### config.mk
export PLATFORM = sky130hd
export DESIGN_NAME = stg_timing_generator
export DESIGN_NICKNAME = d
export VERILOG_FILES = /design/src/rtl/stg_pkg.sv /design/src/rtl/stg_pulse_window.sv /design/src/rtl/stg_timing_generator.sv
export VERILOG_INCLUDE_DIRS = /design/src /design/src/rtl
export SDC_FILE = /design/constraint.sdc
export NUM_CORES = 1
export LEC_CHECK = 0
export BUFFER_PORTS_ARGS = -buffer_cell sky130_fd_sc_hd__buf_4
export CAP_MARGIN = 10
export CORE_ASPECT_RATIO = 1.1
export CORE_MARGIN = 2
export CORE_UTILIZATION = 55
export CTS_BUF_LIST = sky130_fd_sc_hd__clkbuf_4 sky130_fd_sc_hd__clkbuf_8
export CTS_CLUSTER_SIZE = 24
export DETAILED_ROUTE_END_ITERATION = 8
export MAX_ROUTING_LAYER = met4
export PLACE_DENSITY = 0.76
export SLEW_MARGIN = 20
export SYNTH_ARGS = -nofsm -noshare
export SYNTH_HDL_FRONTEND = slang
export SYNTH_SLANG_ARGS = --single-unit
### constraint.sdc
create_clock -name clk -period 5.3 [get_ports clk]
set_input_delay 0.265 -clock clk [delete_from_list [all_inputs] [get_ports clk]]
set_output_delay 0.265 -clock clk [all_outputs]
set_load 0.01 [all_outputs]
### src/rtl/stg_defs.svh
`ifndef STG_DEFS_SVH
`define STG_DEFS_SVH

// Register indices; byte address is four times the index
`define STG_IDX_CTRL        8'h80
`define STG_IDX_RST_BEGIN   8'h83
`define STG_IDX_RST_FINISH  8'h84
`define STG_IDX_IRQ_BEGIN   8'h85
`define STG_IDX_IRQ_FINISH  8'h86
`define STG_IDX_EVT_STATUS  8'h90
`define STG_IDX_EVT_MASK    8'h91
`define STG_IDX_POSITION    8'h92

// Control register fields
`define STG_CTRL_EN_BIT     0
`define STG_CTRL_CNT_LSB    1
`define STG_CTRL_CNT_MSB    16
`define STG_CTRL_ACFG_BIT   23

// Reset values
`define STG_RST_CNT         16'h270F
`define STG_RST_RST_BEGIN   16'h00D0
`define STG_RST_RST_FINISH  16'h00D8
`define STG_RST_IRQ_BEGIN   16'h0020
`define STG_RST_IRQ_FINISH  16'h0028

// Event status bits
`define STG_EVT_SUBFRAME    0
`define STG_EVT_RST_PULSE   1
`define STG_EVT_IRQ_PULSE   2
`define STG_EVT_WIDTH       3

// Bus responses
`define STG_RESP_OKAY       2'h0
`define STG_RESP_SLVERR     2'h2

`endif

### src/rtl/stg_pkg.sv
package stg_pkg;

    typedef struct packed {
        logic        acfg_disable;
        logic [15:0] clock_count;
        logic        enable;
    } stg_ctrl_type;

    typedef struct packed {
        logic [15:0] begin_pos;
        logic [15:0] finish_pos;
    } stg_window_type;

    typedef struct packed {
        logic        rst_pulse;
        logic        irq_pulse;
        logic        subframe_start;
    } stg_events_type;

endpackage

### src/rtl/stg_pulse_window.sv
`timescale 1ns/1ps
`default_nettype none

module stg_pulse_window (
    // Clock and reset
    input  wire logic                    clk,
    input  wire logic                    rst,
    // Position and window
    input  wire logic                    run,
    input  wire logic [15:0]             pos,
    input  wire stg_pkg::stg_window_type win,
    // Pulse outputs
    output var  logic                    pulse_q,
    output var  logic                    rise_q
);

    logic pulse_d;
    logic rise_d;

    // High for positions begin..finish-1, so width is finish minus begin
    always_comb begin
        pulse_d = run && (pos >= win.begin_pos) &&
                  (pos < win.finish_pos);
        rise_d  = pulse_d && !pulse_q;
    end

    always_ff @(posedge clk or posedge rst) begin
        if (rst) begin
            pulse_q <= 1'b0;
            rise_q  <= 1'b0;
        end else begin
            pulse_q <= pulse_d;
            rise_q  <= rise_d;
        end
    end

endmodule

`default_nettype wire

### src/rtl/stg_timing_generator.sv
// What this block does
// - Timing unit runs only while enable bit is 1; enable resets to 0.
// - Sub-frame length comes from 16-bit count in control bits 16:1, reset 270Fh.
// - Auto-config disable bit 23 stops automatic mask timing setup.
// - Datapath reset pulse starts at the reset-begin position, reset D0h.
// - Datapath reset pulse ends at the reset-finish position, reset D8h.
// - Datapath reset pulse lasts finish minus begin generator clocks.
// - Sequencer interrupt pulse starts at its begin position, reset 20h.
// - Sequencer interrupt pulse ends at its finish position, reset 28h.
//
// The implementer's own choice: the AXI4-Lite slave port.
`include "stg_defs.svh"
`timescale 1ns/1ps
`default_nettype none

module stg_timing_generator (
    // Clock and reset
    input  wire logic        clk,
    input  wire logic        rst,
    // AXI4-Lite write address
    input  wire logic [11:0] s_axi_awaddr,
    input  wire logic        s_axi_awvalid,
    output var  logic        s_axi_awready,
    // AXI4-Lite write data
    input  wire logic [31:0] s_axi_wdata,
    input  wire logic [3:0]  s_axi_wstrb,
    input  wire logic        s_axi_wvalid,
    output var  logic        s_axi_wready,
    // AXI4-Lite write response
    output var  logic [1:0]  s_axi_bresp,
    output var  logic        s_axi_bvalid,
    input  wire logic        s_axi_bready,
    // AXI4-Lite read address
    input  wire logic [11:0] s_axi_araddr,
    input  wire logic        s_axi_arvalid,
    output var  logic        s_axi_arready,
    // AXI4-Lite read data
    output var  logic [31:0] s_axi_rdata,
    output var  logic [1:0]  s_axi_rresp,
    output var  logic        s_axi_rvalid,
    input  wire logic        s_axi_rready,
    // Timing outputs
    output var  logic        datapath_reset_pulse,
    output var  logic        seq_irq_pulse,
    output var  logic        subframe_start,
    output var  logic        auto_config_enable,
    // Interrupt
    output var  logic        irq
);

    // ==========================================================
    // Helpers
    // ==========================================================
    function automatic logic [23:0] merge24(input logic [23:0] old,
                                            input logic [31:0] wd,
                                            input logic [3:0]  st);
        logic [23:0] r;
        r = old;
        for (int b = 0; b < 3; b++) begin
            if (st[b]) begin
                r[b*8 +: 8] = wd[b*8 +: 8];
            end
        end
        return r;
    endfunction

    function automatic logic [9:0] word_index(input logic [11:0] a);
        return a[11:2];
    endfunction

    // ==========================================================
    // State
    // ==========================================================
    stg_pkg::stg_ctrl_type   ctrl_q,    ctrl_d;
    stg_pkg::stg_window_type rstw_q,    rstw_d;
    stg_pkg::stg_window_type irqw_q,    irqw_d;
    logic [`STG_EVT_WIDTH-1:0] status_q, status_d;
    logic [`STG_EVT_WIDTH-1:0] mask_q,   mask_d;

    logic [11:0] awaddr_q,  awaddr_d;
    logic        aw_full_q, aw_full_d;
    logic [31:0] wdata_q,   wdata_d;
    logic [3:0]  wstrb_q,   wstrb_d;
    logic        w_full_q,  w_full_d;
    logic        awready_d, wready_d;
    logic [1:0]  bresp_d;
    logic        bvalid_d;
    logic        arready_d;
    logic [31:0] rdata_d;
    logic [1:0]  rresp_d;
    logic        rvalid_d;

    logic [15:0] pos_q, pos_d;
    logic        run_q, run_d;
    logic        start_d;
    logic        acfg_d;
    logic        irq_d;

    logic        rst_pulse;
    logic        rst_rise;
    logic        irq_pulse;
    logic        irq_rise;
    stg_pkg::stg_events_type evt;

    // ==========================================================
    // Pulse windows
    // ==========================================================
    stg_pulse_window u_rst_window (
        .clk     (clk),
        .rst     (rst),
        .run     (run_q),
        .pos     (pos_q),
        .win     (rstw_q),
        .pulse_q (rst_pulse),
        .rise_q  (rst_rise)
    );

    stg_pulse_window u_irq_window (
        .clk     (clk),
        .rst     (rst),
        .run     (run_q),
        .pos     (pos_q),
        .win     (irqw_q),
        .pulse_q (irq_pulse),
        .rise_q  (irq_rise)
    );

    // ==========================================================
    // Position counter
    // ==========================================================
    always_comb begin
        run_d   = ctrl_q.enable;
        pos_d   = 16'h0000;
        start_d = 1'b0;
        if (run_q && ctrl_q.enable) begin
            start_d = (pos_q == 16'h0000);
            if (pos_q + 16'h0001 >= ctrl_q.clock_count) begin
                pos_d = 16'h0000;
            end else begin
                pos_d = pos_q + 16'h0001;
            end
        end
        acfg_d = !ctrl_q.acfg_disable;
    end

    always_ff @(posedge clk or posedge rst) begin
        if (rst) begin
            pos_q              <= 16'h0000;
            run_q              <= 1'b0;
            subframe_start     <= 1'b0;
            auto_config_enable <= 1'b1;
        end else begin
            pos_q              <= pos_d;
            run_q              <= run_d;
            subframe_start     <= start_d;
            auto_config_enable <= acfg_d;
        end
    end

    always_comb begin
        evt.subframe_start = start_d;
        evt.rst_pulse      = rst_rise;
        evt.irq_pulse      = irq_rise;
    end

    // ==========================================================
    // AXI4-Lite slave and registers
    // ==========================================================
    always_comb begin
        logic [9:0]  widx;
        logic [9:0]  ridx;
        logic [23:0] cw;
        logic [`STG_EVT_WIDTH-1:0] sets;
        logic        do_write;
        widx = word_index(awaddr_q);
        ridx = word_index(s_axi_araddr);
        cw   = 24'h000000;
        sets = {evt.irq_pulse, evt.rst_pulse, evt.subframe_start};
        do_write = aw_full_q && w_full_q && !s_axi_bvalid;

        ctrl_d    = ctrl_q;
        rstw_d    = rstw_q;
        irqw_d    = irqw_q;
        mask_d    = mask_q;
        status_d  = status_q;
        awaddr_d  = awaddr_q;
        aw_full_d = aw_full_q;
        wdata_d   = wdata_q;
        wstrb_d   = wstrb_q;
        w_full_d  = w_full_q;
        bresp_d   = s_axi_bresp;
        bvalid_d  = s_axi_bvalid;
        rdata_d   = s_axi_rdata;
        rresp_d   = s_axi_rresp;
        rvalid_d  = s_axi_rvalid;

        if (s_axi_awvalid && s_axi_awready) begin
            awaddr_d  = s_axi_awaddr;
            aw_full_d = 1'b1;
        end
        if (s_axi_wvalid && s_axi_wready) begin
            wdata_d  = s_axi_wdata;
            wstrb_d  = s_axi_wstrb;
            w_full_d = 1'b1;
        end
        if (s_axi_bvalid && s_axi_bready) begin
            bvalid_d = 1'b0;
        end
        if (do_write) begin
            aw_full_d = 1'b0;
            w_full_d  = 1'b0;
            bvalid_d  = 1'b1;
            bresp_d   = `STG_RESP_OKAY;
            if (widx == 10'(`STG_IDX_CTRL)) begin
                cw = merge24({ctrl_q.acfg_disable, 6'h00,
                              ctrl_q.clock_count, ctrl_q.enable},
                             wdata_q, wstrb_q);
                ctrl_d.enable       = cw[`STG_CTRL_EN_BIT];
                ctrl_d.clock_count  =
                    cw[`STG_CTRL_CNT_MSB:`STG_CTRL_CNT_LSB];
                ctrl_d.acfg_disable = cw[`STG_CTRL_ACFG_BIT];
            end else if (widx == 10'(`STG_IDX_RST_BEGIN)) begin
                cw = merge24({8'h00, rstw_q.begin_pos}, wdata_q, wstrb_q);
                rstw_d.begin_pos = cw[15:0];
            end else if (widx == 10'(`STG_IDX_RST_FINISH)) begin
                cw = merge24({8'h00, rstw_q.finish_pos}, wdata_q, wstrb_q);
                rstw_d.finish_pos = cw[15:0];
            end else if (widx == 10'(`STG_IDX_IRQ_BEGIN)) begin
                cw = merge24({8'h00, irqw_q.begin_pos}, wdata_q, wstrb_q);
                irqw_d.begin_pos = cw[15:0];
            end else if (widx == 10'(`STG_IDX_IRQ_FINISH)) begin
                cw = merge24({8'h00, irqw_q.finish_pos}, wdata_q, wstrb_q);
                irqw_d.finish_pos = cw[15:0];
            end else if (widx == 10'(`STG_IDX_EVT_STATUS)) begin
                if (wstrb_q[0]) begin
                    status_d = status_q &
                               ~wdata_q[`STG_EVT_WIDTH-1:0];
                end
            end else if (widx == 10'(`STG_IDX_EVT_MASK)) begin
                if (wstrb_q[0]) begin
                    mask_d = wdata_q[`STG_EVT_WIDTH-1:0];
                end
            end else if (widx == 10'(`STG_IDX_POSITION)) begin
                bresp_d = `STG_RESP_OKAY;
            end else begin
                bresp_d = `STG_RESP_SLVERR;
            end
        end
        // Set wins over a same-cycle clear
        status_d = status_d | sets;

        awready_d = !aw_full_d && !bvalid_d;
        wready_d  = !w_full_d && !bvalid_d;

        if (s_axi_rvalid && s_axi_rready) begin
            rvalid_d = 1'b0;
        end
        if (s_axi_arvalid && s_axi_arready) begin
            rvalid_d = 1'b1;
            rresp_d  = `STG_RESP_OKAY;
            rdata_d  = 32'h00000000;
            if (ridx == 10'(`STG_IDX_CTRL)) begin
                rdata_d[`STG_CTRL_EN_BIT] = ctrl_q.enable;
                rdata_d[`STG_CTRL_CNT_MSB:`STG_CTRL_CNT_LSB] =
                    ctrl_q.clock_count;
                rdata_d[`STG_CTRL_ACFG_BIT] = ctrl_q.acfg_disable;
            end else if (ridx == 10'(`STG_IDX_RST_BEGIN)) begin
                rdata_d[15:0] = rstw_q.begin_pos;
            end else if (ridx == 10'(`STG_IDX_RST_FINISH)) begin
                rdata_d[15:0] = rstw_q.finish_pos;
            end else if (ridx == 10'(`STG_IDX_IRQ_BEGIN)) begin
                rdata_d[15:0] = irqw_q.begin_pos;
            end else if (ridx == 10'(`STG_IDX_IRQ_FINISH)) begin
                rdata_d[15:0] = irqw_q.finish_pos;
            end else if (ridx == 10'(`STG_IDX_EVT_STATUS)) begin
                rdata_d[`STG_EVT_WIDTH-1:0] = status_q;
            end else if (ridx == 10'(`STG_IDX_EVT_MASK)) begin
                rdata_d[`STG_EVT_WIDTH-1:0] = mask_q;
            end else if (ridx == 10'(`STG_IDX_POSITION)) begin
                rdata_d[15:0] = pos_q;
                rdata_d[16]   = run_q;
            end else begin
                rresp_d = `STG_RESP_SLVERR;
            end
        end
        arready_d = !rvalid_d;

        irq_d = |(status_d & mask_d);
    end

    always_ff @(posedge clk or posedge rst) begin
        if (rst) begin
            ctrl_q.enable       <= 1'b0;
            ctrl_q.clock_count  <= `STG_RST_CNT;
            ctrl_q.acfg_disable <= 1'b0;
            rstw_q.begin_pos    <= `STG_RST_RST_BEGIN;
            rstw_q.finish_pos   <= `STG_RST_RST_FINISH;
            irqw_q.begin_pos    <= `STG_RST_IRQ_BEGIN;
            irqw_q.finish_pos   <= `STG_RST_IRQ_FINISH;
            status_q            <= '0;
            mask_q              <= '0;
            awaddr_q            <= 12'h000;
            aw_full_q           <= 1'b0;
            wdata_q             <= 32'h00000000;
            wstrb_q             <= 4'h0;
            w_full_q            <= 1'b0;
            s_axi_awready       <= 1'b0;
            s_axi_wready        <= 1'b0;
            s_axi_bresp         <= 2'h0;
            s_axi_bvalid        <= 1'b0;
            s_axi_arready       <= 1'b0;
            s_axi_rdata         <= 32'h00000000;
            s_axi_rresp         <= 2'h0;
            s_axi_rvalid        <= 1'b0;
            irq                 <= 1'b0;
        end else begin
            ctrl_q              <= ctrl_d;
            rstw_q              <= rstw_d;
            irqw_q              <= irqw_d;
            status_q            <= status_d;
            mask_q              <= mask_d;
            awaddr_q            <= awaddr_d;
            aw_full_q           <= aw_full_d;
            wdata_q             <= wdata_d;
            wstrb_q             <= wstrb_d;
            w_full_q            <= w_full_d;
            s_axi_awready       <= awready_d;
            s_axi_wready        <= wready_d;
            s_axi_bresp         <= bresp_d;
            s_axi_bvalid        <= bvalid_d;
            s_axi_arready       <= arready_d;
            s_axi_rdata         <= rdata_d;
            s_axi_rresp         <= rresp_d;
            s_axi_rvalid        <= rvalid_d;
            irq                 <= irq_d;
        end
    end

    always_comb begin
        datapath_reset_pulse = rst_pulse;
        seq_irq_pulse        = irq_pulse;
    end

endmodule

`default_nettype wire

==> impl_metrics.csv <==
group,metric,value,unit
synth,syn_area,0.00962,sq mm
sta,final_max_slew_viol_count,0,
cells_and_area,multi_input_area,0.00484,sq mm
drt,via_count,7282,
place,io_buffers,77,
synth,async_flop_share,100,%
die,fp-row-count,50,
place,gp_congestion,0.952,
die,io-pin-count,113,
status,status,"completed",
place,hpwl,17.7,mm
worst_setup_path,critPathRequiredTime,5690,ps
power_and_ir_drop,p_int,2.21,mW
sta,min_period_over_period,67.9,%
synth,ys.warnings.count,0,
grt,grt_pass1_wl,38.2,mm
power_and_ir_drop,p_per_area,295,mW/mm^2
worst_hold_path,hold_class,"input pin to flip-flop",
sta,fin_crit,3600,ps
sta,finalHoldViolations,0,
sta,tightest_slew,964,ps
drt,firstDrtPassIters,5,
die,die_y,143,microns
worst_setup_path,timing.rr.end,"pos_q[2]",
synth,synth_top_area_share,39.3,%
grt,antenna_found_initial,1,
power_and_ir_drop,p_leak,5.12,nW
run,max-cap-violations,0,
drt,ant_nets,0,
worst_setup_path,crit_path_start_kind,"flip-flop",
worst_setup_path,cp_max_fo,12,
cts,cts_root_buf,"clkbuf_8",
cells_and_area,fin_cells,1251,
power_and_ir_drop,sequentialPowerShare,53.0,%
cts,cts_max_path_buffers,2,
synth,synth.ff_latch_count,170,
synth,yosys.area.top_type,"dfrtp_1",
cts,postCtsSetupBuffers,0,
die,die_area,0.0186,sq mm
sta,finalClockSkew,13.5,ps
synth,yosysSeqAreaShare,44.5,%
synth,syn_area_per_cell,10.6,sq um
power_and_ir_drop,p_switching,1.03,mW
grt,overflow,0,
cts,ctsResizeCount,0,
drt,wl,24.1,mm
drt,dr.max_layer_used,"met4",
drt,wl_met2,11.5,mm
cts,path_clk_slew,100,ps
worst_setup_path,r2r_cells,11,
cells_and_area,final-seq-area,0.00428,sq mm
grt,grt_max_degree,66,
power_and_ir_drop,p_comb_share,18.1,%
die,start_util,56.3,%
sta,grt_setup_unrepaired,"false",
cts,clock-sinks,170,
drt,routedWlPerCell,19.2,microns
die,core,0.0171,sq mm
worst_setup_path,critPathKind,"flip-flop to flip-flop",
worst_setup_path,cp-end-kind,"flip-flop",
drt,drt_iter0_drc,559,
cells_and_area,finalNetCount,1150,
die,die_w,130,microns
place,dp_cells,1197,
synth,synth_cell_type_count,61,
drt,drcViolationCount,0,
drt,viasPerCell,5.82,
synth,ys.flop_type,"dfrtp_1",
sta,setup-violations-final,0,
synth,syn_inst,910,
worst_hold_path,hp-start,"s_axi_wstrb[2]",
synth,synthTopCellsByArea,"dfrtp_1 39%, mux2_2 12%, ha_1 10%",
cts,insertion_delay,470,ps
sta,fin_tns_setup,0,ps
power_and_ir_drop,finalPower,3.24,mW
worst_setup_path,arrival,3990,ps
worst_setup_path,r2r_start,"pos_q[5]",
cells_and_area,syn_to_final_growth,14.3,%
worst_setup_path,r2r_setup_slack,1700,ps
cts,cts_tree,"done",
drt,met3_length,1.30,mm
cells_and_area,fill_cells,1371,
cts,htreeDepth,4,
power_and_ir_drop,peakVddDrop,0.000249,V
worst_hold_path,hold_depth,2,
synth,synth_edf_count,0,
sta,relSlewSlack,35.6,%
drt,met1_length,10.6,mm
worst_hold_path,whs_endpoint,"wstrb_q[2]",
grt,track_usage,28.0,%
cells_and_area,drive_gt1_share,25.3,%
sta,fmax,278,MHz
cts,numCtsBuffers,17,
power_and_ir_drop,netSwitchingFraction,31.8,%
power_and_ir_drop,pwr-share-clk,28.9,%
grt,grt_pass1_vias,7243,
## timing repair
item / 4_1_cts / 5_1_grt
endpoints found under the setup margin: 0 / 0
hold buffers: 21 / 0
hold endpoints to repair: 69 / 0
## final cells by class
cell class,instances,share of cell area [%]
sequential,170,38.9
antenna,1,0.0228
clock buffer,19,2.32
tap,234,2.66
timing repair buffer,104,7.58
clock inverter,13,1.31
inverter,92,3.19
multi-input combinational,618,44.0
## layer usage
metal	GRT usage, %	up-vias
met2	43.4	248
met3	4.87	47
met4	9.39	0
met5	-	-
met1	37.5	3570
li1	-	3417
## synth_stat cells (all sizes together), types with 12 or more instances
cell	count
a21oi	26
nand3	26
clkbuf	25
a22oi	16
inv	92
ha	80
dfrtp	151
nor2b	20
nor2	30
buf	20
nor4	12
nand2	64
mux2	103
dfstp	19
a21o	20
o21ai	47
## state kept, by name, summed over array words and instances (netlist names), 10 cells and up
signal       flops
awaddr_q        10
wdata_q         18
irqw_q          32
s_axi_rdata     18
rstw_q          32
pos_q           16
ctrl_q          17
## critical path, cell delays in order, from the launching register on
cell	delay, ps
dfrtp_1	640
nand4_1	180
nor3_1	460
and3_1	250
xor2_1	230
ha_1	290
and3_1	190
a221o_1	340
a221oi_1	230
o21ai_0	270
buf_4	270
nor2b_1	160
## cell usage in the layout, fill, tap and decap left out, drive strengths merged, types with 5 or more instances in the layout
cell           n
conb          16
o21a           5
xnor2          7
nor2          30
nor3          10
a21o          20
mux2i         11
a31oi         11
nand2         64
inv           95
o21ai         47
clkbuf        19
o31ai          6
mux2         103
o2111a         5
nand3         26
ha            80
dfrtp        151
a22oi         16
dlygate4sd3   21
o22ai          5
nand2b        10
and2           5
buf           83
nor4          12
a211oi         7
a221oi         6
nor2b         20
a21oi         26
dfstp         19
and3           8
nand4         11
xor2           7
## power by group through the flow
stage / registers, mW / clock network, mW / logic (mW)
floorplan: 1.63 / 0 / 0.444
global placement: 1.73 / 0 / 0.553
global route: 1.75 / 1.00 / 0.651
detailed placement: 1.74 / 0 / 0.575
CTS: 1.71 / 0.952 / 0.589
finish: 1.72 / 0.938 / 0.586
## kinds of logic after synthesis
logic type / after synthesis / synth area share, %
fa+ha+maj: 80 / 10.4
flops: 170 / 44.5
mux: 114 / 13.2
other cells: 1 / 0.0390
buf+inv: 137 / 6.01
compound gates: 177 / 12.3
xor+xnor: 14 / 1.27
simple gates: 217 / 12.3
## worst max-delay path by stage
stage,startpoint,end,slack [ps],cells past startpoint
2_1_floorplan,rst,aw_full_q,460,1
3_3_place_gp,pos_q[3],pos_q[4],1890,11
3_5_place_dp,pos_q[3],pos_q[5],1890,11
4_1_cts,pos_q[5],pos_q[10],1760,11
5_1_grt,pos_q[5],pos_q[6],1520,11
6_report,pos_q[5],pos_q[2],1700,11
## metrics by stage
| step | instance area (sq um) | util, % | hold slack, ps | setup WS (ps) |
|---|---|---|---|---|
| 3_5_place_dp | 10400 | 60.8 | 325 | 1890 |
| 6_report | 11000 | 64.4 | 25.6 | 1700 |
| 3_3_place_gp | 10400 | 60.8 | 325 | 1890 |
| 2_1_floorplan | 9680 | - | 359 | 463 |
| 5_1_grt | 11000 | 64.4 | 10.3 | 1520 |
| 4_1_cts | 11000 | 64.4 | 1.22 | 1760 |
(Power assumes the default switching activity.)
